$ cat src/include/hub_port_consts.svh
/*
 constants for the hub downstream port control block: register indexes,
 reset values, field codes and bus answers.
 assumes it is included by bare name after the package.
*/
`ifndef HUB_PORT_CONSTS_SVH
`define HUB_PORT_CONSTS_SVH

// register indexes; byte address is four times the index
`define IDX_ENABLES 8'h49
`define IDX_SPEED 8'h4a
`define IDX_LINE_FORCE 8'h4b
`define IDX_SE0_FLAGS 8'h4f
`define IDX_DIFF_DATA 8'h50
`define IDX_PULL_LOW 8'h51
`define IDX_BABBLE 8'h52

`define RST_BYTE 8'h00
`define RST_NIBBLE 4'h0

// two-bit line force codes
`define FORCE_NONE 2'h0
`define FORCE_DIFF1 2'h1
`define FORCE_DIFF0 2'h2
`define FORCE_SE0 2'h3

`define RESP_OKAY 2'h0
`define RESP_SLVERR 2'h2

`endif

$ cat src/include/hub_port_pkg.sv
/*
 types shared by the hub downstream port control block.
 assumes nothing of its surroundings.
*/
package hub_port_pkg;
   typedef logic [1:0] line_force_type;
   typedef logic [1:0] axi_resp_type;
   typedef logic [3:0] port_mask_type;
endpackage : hub_port_pkg

$ cat src/include/port_line_if.sv
/*
 carrier between the port control logic and one downstream line module.
 assumes the control side drives settings and the line side reports state.
*/
`timescale 1ns/1ns
interface port_line_if;
   import hub_port_pkg::*;
   line_force_type force_code;
   logic [1:0] pull_low;
   logic low_speed;
   logic clr;
   logic se0;
   logic diff;
   logic idle;
   modport ctrl (output force_code, pull_low, low_speed, clr, input se0, diff, idle);
   modport line (input force_code, pull_low, low_speed, clr, output se0, diff, idle);
endinterface : port_line_if

$ cat src/rtl/port_line.sv
/*
 one downstream port: pin synchroniser, se0 and differential readback,
 forced line states and pull-low drive with edge-rate selects.
 assumes pins are asynchronous and settings come from aclk logic.
*/
`timescale 1ns/1ns
`include "hub_port_consts.svh"
module port_line
   import hub_port_pkg::*;
(
   input logic aclk,
   input logic aresetn,
   port_line_if.line ctl,
   input logic dp_pin_i,
   input logic dm_pin_i,
   input logic rep_dp,
   input logic rep_dm,
   input logic rep_oe,
   output logic dp_o,
   output logic dp_oe,
   output logic dm_o,
   output logic dm_oe,
   output logic shape_en,
   output logic slow_edge
);
   logic dp_m_q, dp_s_q, dm_m_q, dm_s_q;
   logic se0_q, diff_q;
   logic dp_q, dpe_q, dm_q, dme_q, shape_q, slow_q;
   wire se0_now = ~dp_s_q & ~dm_s_q;
   wire diff_ok = dp_s_q ^ dm_s_q;
   wire forcing = ctl.force_code != `FORCE_NONE;
   wire force_dp = ctl.force_code == `FORCE_DIFF1;
   wire force_dm = ctl.force_code == `FORCE_DIFF0;
   // a pulled pin wins over both the force field and the repeater
   wire dp_d = ctl.pull_low[1] ? 1'b0 : (forcing ? force_dp : rep_dp);
   wire dm_d = ctl.pull_low[0] ? 1'b0 : (forcing ? force_dm : rep_dm);
   wire dpe_d = ctl.pull_low[1] | forcing | rep_oe;
   wire dme_d = ctl.pull_low[0] | forcing | rep_oe;

   always_ff @(posedge aclk) begin
      dp_m_q <= dp_pin_i;
      dp_s_q <= dp_m_q;
      dm_m_q <= dm_pin_i;
      dm_s_q <= dm_m_q;
   end

   always_ff @(posedge aclk) begin
      if (!aresetn || ctl.clr) begin
         se0_q <= 1'b0;
         diff_q <= 1'b0;
      end else begin
         se0_q <= se0_now;
         // se1 and se0 leave the last differential value standing
         if (diff_ok) begin
            diff_q <= dp_s_q;
         end
      end
   end

   always_ff @(posedge aclk) begin
      if (!aresetn) begin
         dp_q <= 1'b0;
         dpe_q <= 1'b0;
         dm_q <= 1'b0;
         dme_q <= 1'b0;
         shape_q <= 1'b0;
         slow_q <= 1'b0;
      end else begin
         dp_q <= dp_d;
         dpe_q <= dpe_d;
         dm_q <= dm_d;
         dme_q <= dme_d;
         shape_q <= ~|ctl.pull_low;
         slow_q <= ctl.low_speed;
      end
   end

   assign ctl.se0 = se0_q;
   assign ctl.diff = diff_q;
   assign ctl.idle = ctl.low_speed ? (~dp_s_q & dm_s_q) : (dp_s_q & ~dm_s_q);
   assign dp_o = dp_q;
   assign dp_oe = dpe_q;
   assign dm_o = dm_q;
   assign dm_oe = dme_q;
   assign shape_en = shape_q;
   assign slow_edge = slow_q;
endmodule : port_line

$ cat src/rtl/hub_port_ctrl.sv
/*
 downstream port control for a four-port full-speed hub repeater:
 enable gating, babble disable at eof2, line forcing, pull-low, readback,
 all reached over an axi4-lite slave.
 assumes the repeater core supplies traffic status on aclk and that
 bus_reset and eof2_strobe are one-cycle or level indications on aclk.
*/
// Register access over AXI4-Lite was left to the implementer.
`timescale 1ns/1ns
`include "hub_port_consts.svh"
module hub_port_ctrl
   import hub_port_pkg::*;
#(
   parameter int AW = 12,
   parameter int NP = 4
)
(
   input logic aclk,
   input logic aresetn,
   input logic bus_reset,
   input logic eof2_strobe,
   input logic hub_suspended,
   input logic hub_int_en,
   input logic [NP-1:0] conn_event,
   input logic us_active,
   input logic us_fs_pkt,
   input logic [NP-1:0] us_link_open,
   input logic [NP-1:0] port_sel_susp,
   input logic rep_ds_dp,
   input logic rep_ds_dm,
   input logic rep_ds_oe,
   input logic [NP-1:0] ds_dp_i,
   input logic [NP-1:0] ds_dm_i,
   output logic [NP-1:0] ds_dp_o,
   output logic [NP-1:0] ds_dp_oe,
   output logic [NP-1:0] ds_dm_o,
   output logic [NP-1:0] ds_dm_oe,
   output logic [NP-1:0] edge_shape_en,
   output logic [NP-1:0] edge_slow,
   output logic [NP-1:0] down_gate,
   output logic [NP-1:0] up_gate,
   output logic conn_irq,
   input logic [AW-1:0] awaddr,
   input logic awvalid,
   output logic awready,
   input logic [31:0] wdata,
   input logic [3:0] wstrb,
   input logic wvalid,
   output logic wready,
   output logic [1:0] bresp,
   output logic bvalid,
   input logic bready,
   input logic [AW-1:0] araddr,
   input logic arvalid,
   output logic arready,
   output logic [31:0] rdata,
   output logic [1:0] rresp,
   output logic rvalid,
   input logic rready
);
   // register index from a byte address; low two bits ignored
   function automatic logic [7:0] reg_index(input logic [AW-1:0] a);
      return a[9:2];
   endfunction : reg_index

   function automatic logic is_mapped(input logic [7:0] idx);
      return idx == `IDX_ENABLES || idx == `IDX_SPEED || idx == `IDX_LINE_FORCE
         || idx == `IDX_SE0_FLAGS || idx == `IDX_DIFF_DATA
         || idx == `IDX_PULL_LOW || idx == `IDX_BABBLE;
   endfunction : is_mapped

   // bus slave state
   logic aw_have_q, w_have_q, bvalid_q, rvalid_q;
   logic [AW-1:0] awaddr_q;
   logic [7:0] wbyte_q;
   logic wlane_q;
   axi_resp_type bresp_q, rresp_q;
   logic [31:0] rdata_q;

   // port control state
   port_mask_type en_q, pend_q, speed_q, babble_q;
   logic [7:0] force_q, pull_q;
   logic conn_irq_q;
   port_mask_type se0_vec, diff_vec, idle_vec;

   wire [7:0] wr_idx = reg_index(awaddr_q);
   wire [7:0] rd_idx = reg_index(araddr);
   wire wr_fire = aw_have_q & w_have_q & ~bvalid_q;
   wire wr_ok = wr_fire & wlane_q;
   wire wr_en = wr_ok & (wr_idx == `IDX_ENABLES);
   wire wr_speed = wr_ok & (wr_idx == `IDX_SPEED);
   wire wr_force = wr_ok & (wr_idx == `IDX_LINE_FORCE);
   wire wr_pull = wr_ok & (wr_idx == `IDX_PULL_LOW);
   wire [3:0] wnib = wbyte_q[3:0];

   // a write request in either order; response after both are held
   assign awready = ~aw_have_q & ~bvalid_q;
   assign wready = ~w_have_q & ~bvalid_q;
   assign arready = ~rvalid_q;
   assign bvalid = bvalid_q;
   assign bresp = bresp_q;
   assign rvalid = rvalid_q;
   assign rresp = rresp_q;
   assign rdata = rdata_q;

   always_ff @(posedge aclk) begin
      if (!aresetn) begin
         aw_have_q <= 1'b0;
         w_have_q <= 1'b0;
         bvalid_q <= 1'b0;
         bresp_q <= `RESP_OKAY;
      end else begin
         if (awvalid && awready) begin
            aw_have_q <= 1'b1;
            awaddr_q <= awaddr;
         end
         if (wvalid && wready) begin
            w_have_q <= 1'b1;
            wbyte_q <= wdata[7:0];
            wlane_q <= wstrb[0];
         end
         if (wr_fire) begin
            aw_have_q <= 1'b0;
            w_have_q <= 1'b0;
            bvalid_q <= 1'b1;
            bresp_q <= is_mapped(wr_idx) ? `RESP_OKAY : `RESP_SLVERR;
         end else if (bvalid_q && bready) begin
            bvalid_q <= 1'b0;
         end
      end
   end

   // read mux; reserved upper bits read zero
   wire [7:0] rd_byte =
      (rd_idx == `IDX_ENABLES) ? {4'h0, en_q} :
      (rd_idx == `IDX_SPEED) ? {4'h0, speed_q} :
      (rd_idx == `IDX_LINE_FORCE) ? force_q :
      (rd_idx == `IDX_SE0_FLAGS) ? {4'h0, se0_vec} :
      (rd_idx == `IDX_DIFF_DATA) ? {4'h0, diff_vec} :
      (rd_idx == `IDX_PULL_LOW) ? pull_q :
      (rd_idx == `IDX_BABBLE) ? {4'h0, babble_q} : `RST_BYTE;

   always_ff @(posedge aclk) begin
      if (!aresetn) begin
         rvalid_q <= 1'b0;
         rresp_q <= `RESP_OKAY;
         rdata_q <= 32'h0000_0000;
      end else if (arvalid && arready) begin
         rvalid_q <= 1'b1;
         rresp_q <= is_mapped(rd_idx) ? `RESP_OKAY : `RESP_SLVERR;
         rdata_q <= {24'h00_0000, rd_byte};
      end else if (rvalid_q && rready) begin
         rvalid_q <= 1'b0;
      end
   end

   // babble at the eof2 checkpoint
   wire [3:0] babble_hit = {4{eof2_strobe}} & ((en_q & ~idle_vec) | us_link_open);

   // clears take effect now; new sets wait while a packet is in flight
   wire [3:0] keep_en = wr_en ? (en_q & wnib) : en_q;
   wire [3:0] pend_d = wr_en ? (wnib & ~en_q) : pend_q;
   wire [3:0] land_en = us_active ? 4'h0 : pend_d;
   wire [3:0] en_d = (keep_en | land_en) & ~babble_hit;
   wire [3:0] pend_next = us_active ? (pend_d & ~babble_hit) : 4'h0;
   // a fresh enable write clears the babble mark, but a new hit wins
   wire [3:0] babble_d = (babble_q & ~(wr_en ? wnib : 4'h0)) | babble_hit;

   always_ff @(posedge aclk) begin
      if (!aresetn || bus_reset) begin
         en_q <= `RST_NIBBLE;
         pend_q <= `RST_NIBBLE;
         speed_q <= `RST_NIBBLE;
         babble_q <= `RST_NIBBLE;
      end else begin
         en_q <= en_d;
         pend_q <= pend_next;
         babble_q <= babble_d;
         if (wr_speed) begin
            speed_q <= wnib;
         end
      end
   end

   // force and pull-low survive bus reset; only chip reset clears them
   always_ff @(posedge aclk) begin
      if (!aresetn) begin
         force_q <= `RST_BYTE;
         pull_q <= `RST_BYTE;
         conn_irq_q <= 1'b0;
      end else begin
         if (wr_force) begin
            force_q <= wbyte_q;
         end
         if (wr_pull) begin
            pull_q <= wbyte_q;
         end
         conn_irq_q <= hub_suspended & hub_int_en & (|conn_event);
      end
   end
   assign conn_irq = conn_irq_q;

   // traffic gates toward the repeater core
   assign down_gate = en_q & ~port_sel_susp & ~(speed_q & {4{us_fs_pkt}});
   assign up_gate = en_q & ~port_sel_susp & ~babble_q;

   port_line_if lines[NP]();

   genvar i;
   generate
      for (i = 0; i < NP; i++) begin : g_port
         assign lines[i].force_code = force_q[2*i +: 2];
         assign lines[i].pull_low = pull_q[2*i +: 2];
         assign lines[i].low_speed = speed_q[i];
         assign lines[i].clr = bus_reset;
         assign se0_vec[i] = lines[i].se0;
         assign diff_vec[i] = lines[i].diff;
         assign idle_vec[i] = lines[i].idle;
         // a forced port keeps its enable; port_line drives the force code in place of the repeater levels
         port_line u_line (
            .aclk(aclk),
            .aresetn(aresetn),
            .ctl(lines[i]),
            .dp_pin_i(ds_dp_i[i]),
            .dm_pin_i(ds_dm_i[i]),
            .rep_dp(rep_ds_dp),
            .rep_dm(rep_ds_dm),
            .rep_oe(rep_ds_oe & down_gate[i]),
            .dp_o(ds_dp_o[i]),
            .dp_oe(ds_dp_oe[i]),
            .dm_o(ds_dm_o[i]),
            .dm_oe(ds_dm_oe[i]),
            .shape_en(edge_shape_en[i]),
            .slow_edge(edge_slow[i])
         );
      end
   endgenerate
endmodule : hub_port_ctrl

$ cat config.mk
export PLATFORM = sky130hd
export DESIGN_NAME = hub_port_ctrl
export DESIGN_NICKNAME = d
export VERILOG_FILES = /design/src/include/hub_port_pkg.sv /design/src/include/port_line_if.sv /design/src/rtl/port_line.sv /design/src/rtl/hub_port_ctrl.sv
export VERILOG_INCLUDE_DIRS = /design/src /design/src/include
export SDC_FILE = /design/constraint.sdc
export NUM_CORES = 1
export LEC_CHECK = 0
export BUFFER_PORTS_ARGS = -buffer_cell sky130_fd_sc_hd__buf_2
export CAP_MARGIN = 20
export CORE_MARGIN = 2
export CORE_UTILIZATION = 54
export CTS_CLUSTER_SIZE = 25
export DETAILED_ROUTE_END_ITERATION = 8
export GPL_ROUTABILITY_DRIVEN = 0
export PLACE_DENSITY_LB_ADDON = 0.15
export SLEW_MARGIN = 10
export SYNTH_ARGS = -nofsm -noshare
export SYNTH_HDL_FRONTEND = slang
export SYNTH_SLANG_ARGS = --single-unit
$ cat constraint.sdc
create_clock -name aclk -period 3.55 [get_ports aclk]
set_input_delay 0.71 -clock aclk [delete_from_list [all_inputs] [get_ports aclk]]
set_output_delay 0.71 -clock aclk [all_outputs]
set_load 0.02 [all_outputs]
==> results of run 1 <==
[power groups by stage]
stage / sequential, W / combinational, W / clock, W
2_1_floorplan: 0.00137 / 0.000163 / 0
4_1_cts: 0.00135 / 0.000205 / 0.000796
3_3_place_gp: 0.00137 / 0.000198 / 0
5_1_grt: 0.00135 / 0.000227 / 0.000852
6_report: 0.00135 / 0.000206 / 0.000777
3_5_place_dp: 0.00138 / 0.000205 / 0
[through the flow]
stage	setup WS (ps)	hold WS, ps	instances	util [%]	instance area (sq um)
after global routing	1250	340	684	62.1	5440
after global placement	1330	311	668	59.6	5220
after CTS	1270	339	684	62.1	5440
final	1300	337	684	62.1	5440
after detailed placement	1310	312	668	59.6	5220
after floorplan	1490	310	517	-	4980
[Yosys cell counts (all sizes together), types with 2 or more instances]
cell type	count	area share [%]
dfxtp	95	39
buf	56	8.2
nor2	43	3.3
nand2	42	3.2
mux2i	23	4.7
nor2b	20	2.6
a21oi	19	2.0
edfxtp	17	10
inv	17	1.3
a21boi	15	2.3
nand2b	14	1.8
nor3	13	1.9
o21ai	13	1.3
ha	12	3.1
a22o	11	2.0
clkbuf	10	0.77
and2	8	1.0
a32oi	7	1.3
nor4	6	1.1
a211oi	5	0.77
nand3b	5	0.77
o21a	4	0.61
nor4b	3	0.54
o211a	3	0.61
or3b	3	0.69
a211o	2	0.36
a21o	2	0.31
and3	2	0.26
nand4b	2	0.36
o2bb2ai	2	0.36
[cells by family (layout without fill, tap and decap cells)]
group,after synthesis,after routing,share of synthesized area (%)
adder cells (fa/ha/maj),13,13,3.28
AO/OA/AOI/OAI,90,90,13.2
buffers and inverters,83,142,10.3
multiplexers,24,24,4.94
other,1,26,0.0767
flip-flops,112,112,49.4
AND/OR/NAND/NOR,169,169,18.8
[layer usage]
layer | global-route usage [%] | share of wire, % | vias to the layer above
li1 | - | - | 1787
met1 | 27.7 | 44 | 1656
met4 | 11.5 | 3.8 | 0
met3 | 3.16 | 7.3 | 33
met2 | 32.4 | 45 | 183
met5 | 0 | 0 | -
[layout make-up]
type | instances | area [sq um] | share of cell area [%]
clock buffers | 9 | 124 | 2.28
inverters | 17 | 63.8 | 1.17
multi-input cells | 322 | 2060 | 37.9
repair buffers | 109 | 548 | 10.1
clock inverters | 7 | 92.6 | 1.70
flip-flops and latches | 112 | 2410 | 44.3
well taps | 108 | 135 | 2.48
[registers in the layout, summed over array words and instances (netlist names), 8 cells and up]
name and count:
wbyte_q 8, awaddr_q 8, rdata 8, force_q 8, pull_q 8
[final timing paths]
kind | slack, ps | start | end
worst min-delay path | 340 | g_port[3].u_line.dm_m_q | g_port[3].u_line.dm_s_q
worst max-delay path | 1300 | en_q[3] | down_gate[3]
worst min register to register | 340 | g_port[3].u_line.dm_m_q | g_port[3].u_line.dm_s_q
worst max register to register | 1460 | awaddr_q[7] | pull_q[7]
[cell usage in the layout (no fill, tap or decap), types with 7 or more instances in the layout]
cell,count
sky130_fd_sc_hd__a21boi_0,8
sky130_fd_sc_hd__a21boi_1,7
sky130_fd_sc_hd__a21oi_1,18
sky130_fd_sc_hd__a22o_1,8
sky130_fd_sc_hd__a32oi_1,7
sky130_fd_sc_hd__and2_1,8
sky130_fd_sc_hd__buf_2,108
sky130_fd_sc_hd__clkbuf_8,9
sky130_fd_sc_hd__conb_1,26
sky130_fd_sc_hd__dfxtp_1,95
sky130_fd_sc_hd__edfxtp_1,17
sky130_fd_sc_hd__ha_1,12
sky130_fd_sc_hd__inv_1,17
sky130_fd_sc_hd__mux2i_1,23
sky130_fd_sc_hd__nand2_1,42
sky130_fd_sc_hd__nand2b_1,14
sky130_fd_sc_hd__nor2_1,43
sky130_fd_sc_hd__nor2b_1,20
sky130_fd_sc_hd__nor3_1,10
sky130_fd_sc_hd__o21ai_0,13
==> impl_metrics.xml, run 1 <==
<?xml version="1.0" encoding="UTF-8"?>
<metrics>
  <group name="drt">
    <metric name="detail-route-antenna-nets" unit="">0</metric>
    <metric name="post_drt_wl_per_cell" unit="microns">15.1</metric>
    <metric name="first_pass_iters" unit="">5</metric>
    <metric name="num_vias" unit="">3659</metric>
    <metric name="detail_route.wirelength" unit="mm">10.3</metric>
    <metric name="remaining_drc_errors" unit="">0</metric>
    <metric name="avgViaCountPerCell" unit="">5.35</metric>
    <metric name="first_iter_violations" unit="">140</metric>
  </group>
  <group name="timing">
    <metric name="final_count_of_pins_violating_max_slew" unit="">0</metric>
    <metric name="rsz0062_at_grt" unit="">false</metric>
    <metric name="timing_worst_slew_pin_value" unit="ps">656</metric>
    <metric name="setup_viol" unit="">0</metric>
    <metric name="clock-skew-final" unit="ps">11.8</metric>
    <metric name="fin_tns_setup" unit="ps">0</metric>
    <metric name="final.min_clock_period" unit="ps">2250</metric>
    <metric name="post-route-period-util" unit="%">63.5</metric>
    <metric name="clock.fmax" unit="MHz">444</metric>
    <metric name="hold_viol" unit="">0</metric>
    <metric name="max-slew-margin-rel" unit="%">56.2</metric>
  </group>
  <group name="clock_network">
    <metric name="ctsLongestPathBuffers" unit="">2</metric>
    <metric name="clock-root-buffer" unit="">sky130_fd_sc_hd__clkbuf_8</metric>
    <metric name="post_cts.resized_instances" unit="">0</metric>
    <metric name="clk-insertion-delay-late" unit="ps">380</metric>
    <metric name="cts-buffers-inserted" unit="">9</metric>
    <metric name="cts_num_sinks" unit="">112</metric>
    <metric name="cts_tree" unit="">done</metric>
    <metric name="number_of_buffers_inserted_by_hold_repair_at_cts" unit="">0</metric>
    <metric name="worst_setup_hold_path_clk_slew" unit="ps">110</metric>
    <metric name="htree_levels" unit="">3</metric>
    <metric name="cts_post_setup_buffers_inserted" unit="">0</metric>
  </group>
  <group name="worst_setup_path">
    <metric name="criticalPathCategory" unit="">flop to output pin</metric>
    <metric name="path_max_fanout" unit="">7</metric>
    <metric name="critical_path_required" unit="ps">2840</metric>
    <metric name="crit_arrival" unit="ps">1540</metric>
    <metric name="startpoint_type" unit="">flop</metric>
    <metric name="timing.critical_path.slowest_cell_delay" unit="ps">520</metric>
    <metric name="timing.reg2reg.worst_path_depth" unit="">5</metric>
    <metric name="crit_family" unit="">flip-flops</metric>
    <metric name="cpMaxStageDelayCell" unit="">sky130_fd_sc_hd__dfxtp_1</metric>
    <metric name="depth_of_the_critical_timing_path_with_buffers_and_inverters_included" unit="">3</metric>
    <metric name="path_buf_inv" unit="">1</metric>
    <metric name="setup.worst_path.end_class" unit="">output pin</metric>
    <metric name="worstPathCellList" unit="">nand2b_1, a21oi_1, buf_2</metric>
  </group>
  <group name="global_route">
    <metric name="grt_overflow" unit="">0</metric>
    <metric name="grt_first_pass_wirelength" unit="mm">16.2</metric>
    <metric name="antenna_found_initial" unit="">0</metric>
    <metric name="largest_net_degree_at_the_start_of_global_routing" unit="">39</metric>
    <metric name="globalRouteTotalUtil" unit="%">20.8</metric>
    <metric name="via_count_of_the_first_global_routing_pass" unit="">3373</metric>
  </group>
  <group name="yosys">
    <metric name="synth-edff-count" unit="">17</metric>
    <metric name="synthCells" unit="">492</metric>
    <metric name="synthDistinctLibCells" unit="">56</metric>
    <metric name="synth_async_sr_flop_share" unit="%">0</metric>
    <metric name="ys_seq_elements" unit="">112</metric>
    <metric name="ys_dominant_reg_cell" unit="">sky130_fd_sc_hd__dfxtp_1</metric>
    <metric name="syn-mean-instance-area" unit="sq um">9.93</metric>
    <metric name="netlist_area_pre_place" unit="sq mm">0.00489</metric>
    <metric name="ys_seq_area_share" unit="%">49.4</metric>
    <metric name="synth-warning-count" unit="">0</metric>
  </group>
  <group name="finish">
    <metric name="drive_above_1_share" unit="%">23.8</metric>
    <metric name="antenna_cells" unit="">0</metric>
    <metric name="filler_cells_inserted" unit="">765</metric>
    <metric name="area.growth.synth_to_final" unit="%">11.3</metric>
    <metric name="nets" unit="">679</metric>
  </group>
  <group name="placed_design">
    <metric name="hpwlAfterDp" unit="mm">7.78</metric>
    <metric name="port_buffer_cells" unit="">108</metric>
  </group>
  <group name="die">
    <metric name="ios" unit="">170</metric>
    <metric name="die_w" unit="microns">99.1</metric>
    <metric name="floorplan.die.height" unit="microns">99.1</metric>
    <metric name="floorplan.die_area" unit="sq mm">0.00983</metric>
    <metric name="start_util" unit="%">55.8</metric>
    <metric name="core_area" unit="sq mm">0.00876</metric>
    <metric name="row_count" unit="">34</metric>
  </group>
  <group name="power_and_ir_drop">
    <metric name="power_frac_seq" unit="%">57.8</metric>
    <metric name="vdd_ir_drop_max" unit="mV">0.266</metric>
    <metric name="power.density" unit="mW/mm^2">428</metric>
    <metric name="switching_share" unit="%">27.4</metric>
    <metric name="clock_power_share" unit="%">33.3</metric>
    <metric name="p_int" unit="W">0.00169</metric>
    <metric name="net-switching-power" unit="W">0.000638</metric>
    <metric name="fin_total_pwr" unit="W">0.00233</metric>
    <metric name="leakagePower" unit="nW">2.46</metric>
    <metric name="combinational_group_share_of_total_power" unit="%">8.8</metric>
  </group>
  <group name="worst_hold_path">
    <metric name="hp-class" unit="">flop to flop</metric>
    <metric name="hold_path_depth" unit="">0</metric>
  </group>
  <group name="run">
    <metric name="maxCapViolCount" unit="">0</metric>
  </group>
  <group name="run_status">
    <metric name="outcome" unit="">finished clean</metric>
  </group>
</metrics>
Power figures use the tool's default switching activity.
==> run 2: changes to the inputs <==
--- a/config.mk
+++ b/config.mk
@@ -9,7 +9,7 @@
 export BUFFER_PORTS_ARGS = -buffer_cell sky130_fd_sc_hd__buf_2
 export CAP_MARGIN = 20
 export CORE_MARGIN = 2
-export CORE_UTILIZATION = 54
+export CORE_UTILIZATION = 50
 export CTS_CLUSTER_SIZE = 25
 export DETAILED_ROUTE_END_ITERATION = 8
 export GPL_ROUTABILITY_DRIVEN = 0
==> constraint.sdc (replaced) <==
create_clock -name aclk -period 2.26 [get_ports aclk]
set_input_delay 0.452 -clock aclk [delete_from_list [all_inputs] [get_ports aclk]]
set_output_delay 0.452 -clock aclk [all_outputs]
set_load 0.02 [all_outputs]
==> run 2 against run 1 <==
Compared with the run above:
- sequential power up 57%
- critical path depth unchanged
- non-clock buffer count up 3
- first-iteration DRC count up 11%
- power up 54%
- clock power up 49%
- die area up 7.7%
- via count down 2.2%
- combinational power up 56%
- cell count up 3.9%
- flip-flop and latch count unchanged
- wire length up 1.6%
==> impl_metrics.xml, run 2 (synthesis gave the netlist of run 1 again) <==
<?xml version="1.0" encoding="UTF-8"?>
<metrics>
  <group name="clock_network">
    <metric name="clock-root-buffer" unit="">sky130_fd_sc_hd__clkbuf_8</metric>
    <metric name="cts_tree" unit="">done</metric>
    <metric name="worst_setup_hold_path_clk_slew" unit="ps">100</metric>
    <metric name="ctsLongestPathBuffers" unit="">2</metric>
    <metric name="post_cts.resized_instances" unit="">0</metric>
    <metric name="cts_num_sinks" unit="">112</metric>
    <metric name="htree_levels" unit="">3</metric>
    <metric name="cts_post_setup_buffers_inserted" unit="">0</metric>
    <metric name="clk-insertion-delay-late" unit="ps">370</metric>
    <metric name="cts-buffers-inserted" unit="">9</metric>
    <metric name="number_of_buffers_inserted_by_hold_repair_at_cts" unit="">0</metric>
  </group>
  <group name="timing">
    <metric name="hold_viol" unit="">0</metric>
    <metric name="fin_tns_setup" unit="ps">0</metric>
    <metric name="final.hold.worst_slack" unit="ps">172</metric>
    <metric name="final.min_clock_period" unit="ps">1940</metric>
    <metric name="post-route-period-util" unit="%">85.8</metric>
    <metric name="finalWorstSetupSlack" unit="ps">320</metric>
    <metric name="rsz0062_at_grt" unit="">false</metric>
    <metric name="clock.fmax" unit="MHz">516</metric>
    <metric name="clock-skew-final" unit="ps">13.1</metric>
    <metric name="final_count_of_pins_violating_max_slew" unit="">0</metric>
    <metric name="timing_worst_slew_pin_value" unit="ps">538</metric>
    <metric name="setup_viol" unit="">0</metric>
    <metric name="max-slew-margin-rel" unit="%">64.0</metric>
  </group>
  <group name="placed_design">
    <metric name="dp_worst_setup_slack" unit="ps">275</metric>
    <metric name="hpwlAfterDp" unit="mm">7.81</metric>
    <metric name="post_dp_cell_area" unit="sq mm">0.00528</metric>
    <metric name="port_buffer_cells" unit="">108</metric>
  </group>
  <group name="finish">
    <metric name="area.growth.synth_to_final" unit="%">11.9</metric>
    <metric name="antenna_cells" unit="">0</metric>
    <metric name="nets" unit="">682</metric>
    <metric name="most-common-layout-cells" unit="">sky130_fd_sc_hd__buf_2 (108), sky130_fd_sc_hd__dfxtp_1 (95), sky130_fd_sc_hd__nor2_1 (43)</metric>
    <metric name="drive_above_1_share" unit="%">24.0</metric>
    <metric name="filler_cells_inserted" unit="">896</metric>
    <metric name="finalInstanceArea" unit="sq mm">0.00547</metric>
    <metric name="layout_commonest_cell" unit="">sky130_fd_sc_hd__buf_2</metric>
  </group>
  <group name="die">
    <metric name="floorplan.die.height" unit="microns">103</metric>
    <metric name="die_w" unit="microns">103</metric>
    <metric name="core_area" unit="sq mm">0.00964</metric>
    <metric name="start_util" unit="%">50.7</metric>
    <metric name="row_count" unit="">36</metric>
    <metric name="ios" unit="">170</metric>
    <metric name="floorplan.die_area" unit="sq mm">0.0106</metric>
  </group>
  <group name="global_route">
    <metric name="largest_net_degree_at_the_start_of_global_routing" unit="">38</metric>
    <metric name="antenna_found_initial" unit="">0</metric>
    <metric name="grt_first_pass_wirelength" unit="mm">16.1</metric>
    <metric name="globalRouteTotalUtil" unit="%">20.0</metric>
    <metric name="via_count_of_the_first_global_routing_pass" unit="">3259</metric>
    <metric name="grt_overflow" unit="">0</metric>
  </group>
  <group name="worst_setup_path">
    <metric name="setup.worst_path.end_class" unit="">output pin</metric>
    <metric name="crit_family" unit="">flip-flops</metric>
    <metric name="timing.critical_path.slowest_cell_delay" unit="ps">460</metric>
    <metric name="critical_path_required" unit="ps">1810</metric>
    <metric name="criticalPathCategory" unit="">flop to output pin</metric>
    <metric name="cpMaxStageDelayCell" unit="">sky130_fd_sc_hd__dfxtp_1</metric>
    <metric name="path_buf_inv" unit="">1</metric>
    <metric name="startpoint_type" unit="">flop</metric>
    <metric name="worstPathCellList" unit="">nand2b_1, a21oi_1, buf_2</metric>
    <metric name="path_max_fanout" unit="">6</metric>
    <metric name="crit_arrival" unit="ps">1490</metric>
  </group>
  <group name="drt">
    <metric name="detail_route.wirelength" unit="mm">10.5</metric>
    <metric name="post_drt_wl_per_cell" unit="microns">14.7</metric>
    <metric name="remaining_drc_errors" unit="">0</metric>
    <metric name="first_iter_violations" unit="">156</metric>
    <metric name="detail-route-antenna-nets" unit="">0</metric>
    <metric name="avgViaCountPerCell" unit="">5.03</metric>
    <metric name="first_pass_iters" unit="">4</metric>
    <metric name="num_vias" unit="">3579</metric>
  </group>
  <group name="power_and_ir_drop">
    <metric name="fin_total_pwr" unit="W">0.00359</metric>
    <metric name="vdd_ir_drop_max" unit="mV">0.287</metric>
    <metric name="leakagePower" unit="nW">2.47</metric>
    <metric name="power.density" unit="mW/mm^2">658</metric>
  </group>
  <group name="run_status">
    <metric name="outcome" unit="">finished clean</metric>
  </group>
  <group name="run">
    <metric name="maxCapViolCount" unit="">0</metric>
  </group>
  <group name="worst_hold_path">
    <metric name="hp-class" unit="">input port to flop</metric>
  </group>
</metrics>
==> run 2: changes by cell type in the layout (fill, tap and decap cells not counted) <==
cell                         previous run  this run
sky130_fd_sc_hd__buf_4                  1         4
sky130_fd_sc_hd__clkbuf_8               9        11
sky130_fd_sc_hd__clkinvlp_4             1         0
sky130_fd_sc_hd__clkinv_8               3         0
sky130_fd_sc_hd__clkinv_4               0         2
sky130_fd_sc_hd__inv_12                 1         0
==> run 2: power by group <==
group | total [W] | switching, W | internal, W
combinational | 0.000321 | 0.000202 | 0.000120
sequential | 0.00212 | 0.0000344 | 0.00208
clock | 0.00116 | 0.000685 | 0.000472
total | 0.00359 | 0.000921 | 0.00267
==> run 2: area by class of cell <==
| type | instances | area (sq um) | share of cell area, % |
|---|---|---|---|
| Clock buffer | 11 | 151 | 2.77 |
| Clock inverter | 4 | 37.5 | 0.687 |
| Inverter | 17 | 63.8 | 1.17 |
| Multi-Input combinational cell | 322 | 2060 | 37.8 |
| Sequential cell | 112 | 2410 | 44.1 |
| Tap cell | 133 | 166 | 3.04 |
| Timing Repair Buffer | 112 | 571 | 10.4 |
==> run 2: final timing paths <==
| kind | slack [ps] | endpoint | startpoint | depth (start not counted) |
|---|---|---|---|---|
| max | 320 | down_gate[2] | en_q[2] | 3 |
| min | 170 | g_port[1].u_line.dp_m_q | ds_dp_i[1] | 1 |
| max reg2reg | 440 | en_q[2] | awaddr_q[7] | 4 |
| min reg2reg | 340 | g_port[3].u_line.dp_s_q | g_port[3].u_line.dp_m_q | 0 |
==> run 2: metrics by stage <==
step | util, % | std cells
detailed placement | 54.8 | 696
finish | 56.7 | 711
global route | 56.7 | 711
floorplan | - | 517
CTS | 56.7 | 711
global placement | 54.8 | 696
==> run 2: routing by layer <==
layer,up-vias,GRT usage [%],part of all wire [%]
met5,-,0,0
met4,0,7.39,1.5
met3,15,3.25,5.6
met2,129,32.9,46
met1,1645,26.8,47
li1,1790,-,-
==> run 3: changes to the inputs <==
--- a/config.mk
+++ b/config.mk
@@ -14,7 +14,9 @@
 export DETAILED_ROUTE_END_ITERATION = 8
 export GPL_ROUTABILITY_DRIVEN = 0
 export PLACE_DENSITY_LB_ADDON = 0.15
+export SETUP_SLACK_MARGIN = 0.05
 export SLEW_MARGIN = 10
 export SYNTH_ARGS = -nofsm -noshare
 export SYNTH_HDL_FRONTEND = slang
+export SYNTH_HIERARCHICAL = 1
 export SYNTH_SLANG_ARGS = --single-unit
==> run 3 against run 2 <==
Compared with the run above:
- critical path depth up 2
- final area up 1.1%
- highest routed layer unchanged
- register-to-register slack worse by 180 ps
- clock-buffer cell count down 1
- wire length up 3.0%
- non-clock buffer count up 1
- via count up 2.8%
==> impl_metrics.xml, run 3 <==
<?xml version="1.0" encoding="UTF-8"?>
<metrics>
  <group name="worst_setup_path">
    <metric name="rr_endpoint" unit="">force_q[3]</metric>
    <metric name="criticalPathCategory" unit="">flop to flop</metric>
    <metric name="path_buf_inv" unit="">0</metric>
    <metric name="path_max_fanout" unit="">8</metric>
    <metric name="setup.worst_path.end_class" unit="">flop</metric>
    <metric name="setup.reg_to_reg.worst_slack" unit="ps">260</metric>
    <metric name="rr_startpoint" unit="">awaddr_q[9]</metric>
    <metric name="timing.reg2reg.worst_path_depth" unit="">5</metric>
    <metric name="crit_family" unit="">simple AND/OR/NAND/NOR gates</metric>
    <metric name="cpMaxStageDelayCell" unit="">sky130_fd_sc_hd__nand4_2</metric>
    <metric name="timing.critical_path.slowest_cell_delay" unit="ps">410</metric>
    <metric name="worstPathCellList" unit="">or3b_4, nor4b_4, nand4_2, mux2i_1, nor2b_1</metric>
    <metric name="critical_path_required" unit="ps">2520</metric>
    <metric name="startpoint_type" unit="">flop</metric>
    <metric name="crit_arrival" unit="ps">2260</metric>
  </group>
  <group name="die">
    <metric name="core_area" unit="sq mm">0.00924</metric>
    <metric name="floorplan.die_area" unit="sq mm">0.0103</metric>
    <metric name="floorplan.die.height" unit="microns">101</metric>
    <metric name="start_util" unit="%">51.4</metric>
    <metric name="die_w" unit="microns">101</metric>
    <metric name="row_count" unit="">35</metric>
    <metric name="ios" unit="">170</metric>
  </group>
  <group name="finish">
    <metric name="most-common-layout-cells" unit="">sky130_fd_sc_hd__buf_2 (108), sky130_fd_sc_hd__dfxtp_1 (95), sky130_fd_sc_hd__nor2_1 (31)</metric>
    <metric name="antenna_cells" unit="">0</metric>
    <metric name="area.growth.synth_to_final" unit="%">16.5</metric>
    <metric name="drive_above_1_share" unit="%">24.0</metric>
    <metric name="filler_cells_inserted" unit="">810</metric>
    <metric name="layout_commonest_cell" unit="">sky130_fd_sc_hd__buf_2</metric>
    <metric name="nets" unit="">676</metric>
  </group>
  <group name="run">
    <metric name="maxCapViolCount" unit="">0</metric>
  </group>
  <group name="clock_network">
    <metric name="ctsLongestPathBuffers" unit="">2</metric>
    <metric name="cts_tree" unit="">done</metric>
    <metric name="cts_num_sinks" unit="">112</metric>
    <metric name="htree_levels" unit="">3</metric>
    <metric name="cts-buffers-inserted" unit="">9</metric>
    <metric name="worst_setup_hold_path_clk_slew" unit="ps">100</metric>
    <metric name="number_of_buffers_inserted_by_hold_repair_at_cts" unit="">0</metric>
    <metric name="clk-insertion-delay-late" unit="ps">360</metric>
    <metric name="clock-root-buffer" unit="">sky130_fd_sc_hd__clkbuf_8</metric>
  </group>
  <group name="yosys">
    <metric name="synthCells" unit="">459</metric>
    <metric name="ys_dominant_reg_cell" unit="">sky130_fd_sc_hd__dfxtp_1</metric>
    <metric name="syn-mean-instance-area" unit="sq um">10.3</metric>
    <metric name="post_synth_main_area_contributors" unit="">sky130_fd_sc_hd__dfxtp_1 (40%), sky130_fd_sc_hd__edfxtp_1 (11%), sky130_fd_sc_hd__mux2i_1 (5.9%), sky130_fd_sc_hd__buf_4 (4.3%), sky130_fd_sc_hd__nor2b_1 (3.6%)</metric>
    <metric name="ys_seq_elements" unit="">112</metric>
    <metric name="synth-warning-count" unit="">6</metric>
    <metric name="synth_top_cell_by_area" unit="">sky130_fd_sc_hd__dfxtp_1</metric>
    <metric name="netlist.area_leader.share" unit="%">40.1</metric>
    <metric name="ys_seq_area_share" unit="%">50.8</metric>
    <metric name="synth_async_sr_flop_share" unit="%">0</metric>
    <metric name="synth_top_cells_by_count" unit="">sky130_fd_sc_hd__dfxtp_1 (95), sky130_fd_sc_hd__nor2_1 (31), sky130_fd_sc_hd__mux2i_1 (28)</metric>
    <metric name="synth_most_common_cell" unit="">sky130_fd_sc_hd__dfxtp_1</metric>
    <metric name="synthDistinctLibCells" unit="">50</metric>
    <metric name="netlist_area_pre_place" unit="sq mm">0.00475</metric>
    <metric name="synth-edff-count" unit="">17</metric>
  </group>
  <group name="global_route">
    <metric name="globalRouteTotalUtil" unit="%">21.5</metric>
    <metric name="antenna_found_initial" unit="">0</metric>
    <metric name="largest_net_degree_at_the_start_of_global_routing" unit="">38</metric>
    <metric name="grt_overflow" unit="">0</metric>
    <metric name="via_count_of_the_first_global_routing_pass" unit="">3360</metric>
    <metric name="grt_first_pass_wirelength" unit="mm">16.9</metric>
  </group>
  <group name="timing">
    <metric name="clock.fmax" unit="MHz">499</metric>
    <metric name="post-route-period-util" unit="%">88.6</metric>
    <metric name="hold_viol" unit="">0</metric>
    <metric name="fin_tns_setup" unit="ps">0</metric>
    <metric name="clock-skew-final" unit="ps">12.5</metric>
    <metric name="final_count_of_pins_violating_max_slew" unit="">0</metric>
    <metric name="setup_viol" unit="">0</metric>
    <metric name="timing_worst_slew_pin_value" unit="ps">572</metric>
    <metric name="final.min_clock_period" unit="ps">2000</metric>
    <metric name="max-slew-margin-rel" unit="%">61.6</metric>
    <metric name="rsz0062_at_grt" unit="">false</metric>
  </group>
  <group name="worst_hold_path">
    <metric name="worst_hold_path.endpoint" unit="">g_port[3].u_line/dp_m_q</metric>
    <metric name="hp-class" unit="">input port to flop</metric>
    <metric name="hold_path_depth" unit="">1</metric>
    <metric name="worstHoldStart" unit="">ds_dp_i[3]</metric>
  </group>
  <group name="power_and_ir_drop">
    <metric name="p_int" unit="W">0.00275</metric>
    <metric name="power.density" unit="mW/mm^2">662</metric>
    <metric name="clock_power_share" unit="%">33.4</metric>
    <metric name="combinational_group_share_of_total_power" unit="%">8.7</metric>
    <metric name="switching_share" unit="%">24.8</metric>
    <metric name="fin_total_pwr" unit="W">0.00366</metric>
    <metric name="net-switching-power" unit="W">0.000907</metric>
    <metric name="vdd_ir_drop_max" unit="mV">0.380</metric>
    <metric name="power_frac_seq" unit="%">57.9</metric>
    <metric name="leakagePower" unit="nW">2.49</metric>
  </group>
  <group name="drt">
    <metric name="first_pass_iters" unit="">5</metric>
    <metric name="detail_route.wirelength" unit="mm">10.8</metric>
    <metric name="post_drt_wl_per_cell" unit="microns">15.4</metric>
    <metric name="remaining_drc_errors" unit="">0</metric>
    <metric name="detail-route-antenna-nets" unit="">0</metric>
    <metric name="num_vias" unit="">3681</metric>
    <metric name="first_iter_violations" unit="">186</metric>
    <metric name="avgViaCountPerCell" unit="">5.25</metric>
  </group>
  <group name="placed_design">
    <metric name="port_buffer_cells" unit="">108</metric>
    <metric name="hpwlAfterDp" unit="mm">7.98</metric>
  </group>
  <group name="run_status">
    <metric name="outcome" unit="">finished clean</metric>
  </group>
</metrics>
## run 3: cell count changes in the layout (fill, tap and decap cells not counted), sizes merged, moves of 5 or more
cell   before  now
mux2i      23   28
nor2b      20   27
a22o       11    0
o41a        0    8
a21oi      19   12
nand2      42   22
nor2       43   31
and3        2   10
a32oi       7    1
## run 3: cell families (layout without fill, tap and decap cells)
kind of cell	after synthesis	after routing	synth area share, %
muxes	33	33	7.09
buffers and inverters	57	145	6.70
adders and majority gates	14	14	3.59
AOI/OAI and AO/OA	78	78	11.7
other	1	26	0.0790
and+or+nand+nor	164	164	20.1
DFF	112	112	50.8
## run 3: cell type report
class,count,area (sq um),area share (%)
Tap cell,129,161,2.92
Multi-Input combinational cell,315,2110,38.2
Clock buffer,10,138,2.49
Timing Repair Buffer,113,578,10.5
Clock inverter,5,63.8,1.15
Inverter,17,63.8,1.15
Sequential cell,112,2410,43.6
## run 3: timing repair
action / CTS / global route
setup endpoints to repair: 0 / 1
buffers inserted: 0 / 0
gates resized for setup: 0 / 1
## run 3: per-stage QoR
stage	area [sq um]	std cells	setup slack (ps)	utilization (%)	hold WS [ps]
floorplan	4840	484	467	-	310
finish	5530	701	258	59.8	182
global route	5530	701	123	59.8	159
CTS	5530	701	218	59.8	160
detailed placement	5330	686	252	57.6	314
global placement	5330	686	308	57.6	310
## run 3: layer usage
| layer | vias to the layer above | track usage (%) | routed length (microns) |
|---|---|---|---|
| met1 | 1732 | 28.4 | 4820 |
| met4 | 0 | 6.86 | 95 |
| met3 | 7 | 3.73 | 671 |
| met2 | 158 | 36.0 | 5190 |
| met5 | - | 0 | 0 |
| li1 | 1784 | - | - |
## run 3: worst register-to-register path: cells and delay by family (launching register included)
family | cells | cell delay [ps]
flops | 1 | 380
mux | 1 | 280
simple gates | 4 | 1220
## run 3: worst max path at each step
stage / start / to / slack (ps) / cells after the start
after floorplan: awaddr_q[7] / pull_q[0] / 470 / 6
after global placement: awaddr_q[7] / babble_q[2] / 310 / 5
after detailed placement: awaddr_q[7] / pend_q[0] / 250 / 5
after CTS: awaddr_q[9] / pend_q[0] / 220 / 5
after global routing: awaddr_q[9] / force_q[4] / 120 / 5
final: awaddr_q[9] / force_q[3] / 260 / 5
## run 3: power by group through the flow
stage	clock network (W)	registers [W]	logic, W
floorplan	0	0.00217	0.000216
global placement	0	0.00216	0.000312
detailed placement	0	0.00216	0.000319
CTS	0.00126	0.00212	0.000321
global route	0.00134	0.00213	0.000357
finish	0.00122	0.00212	0.000320
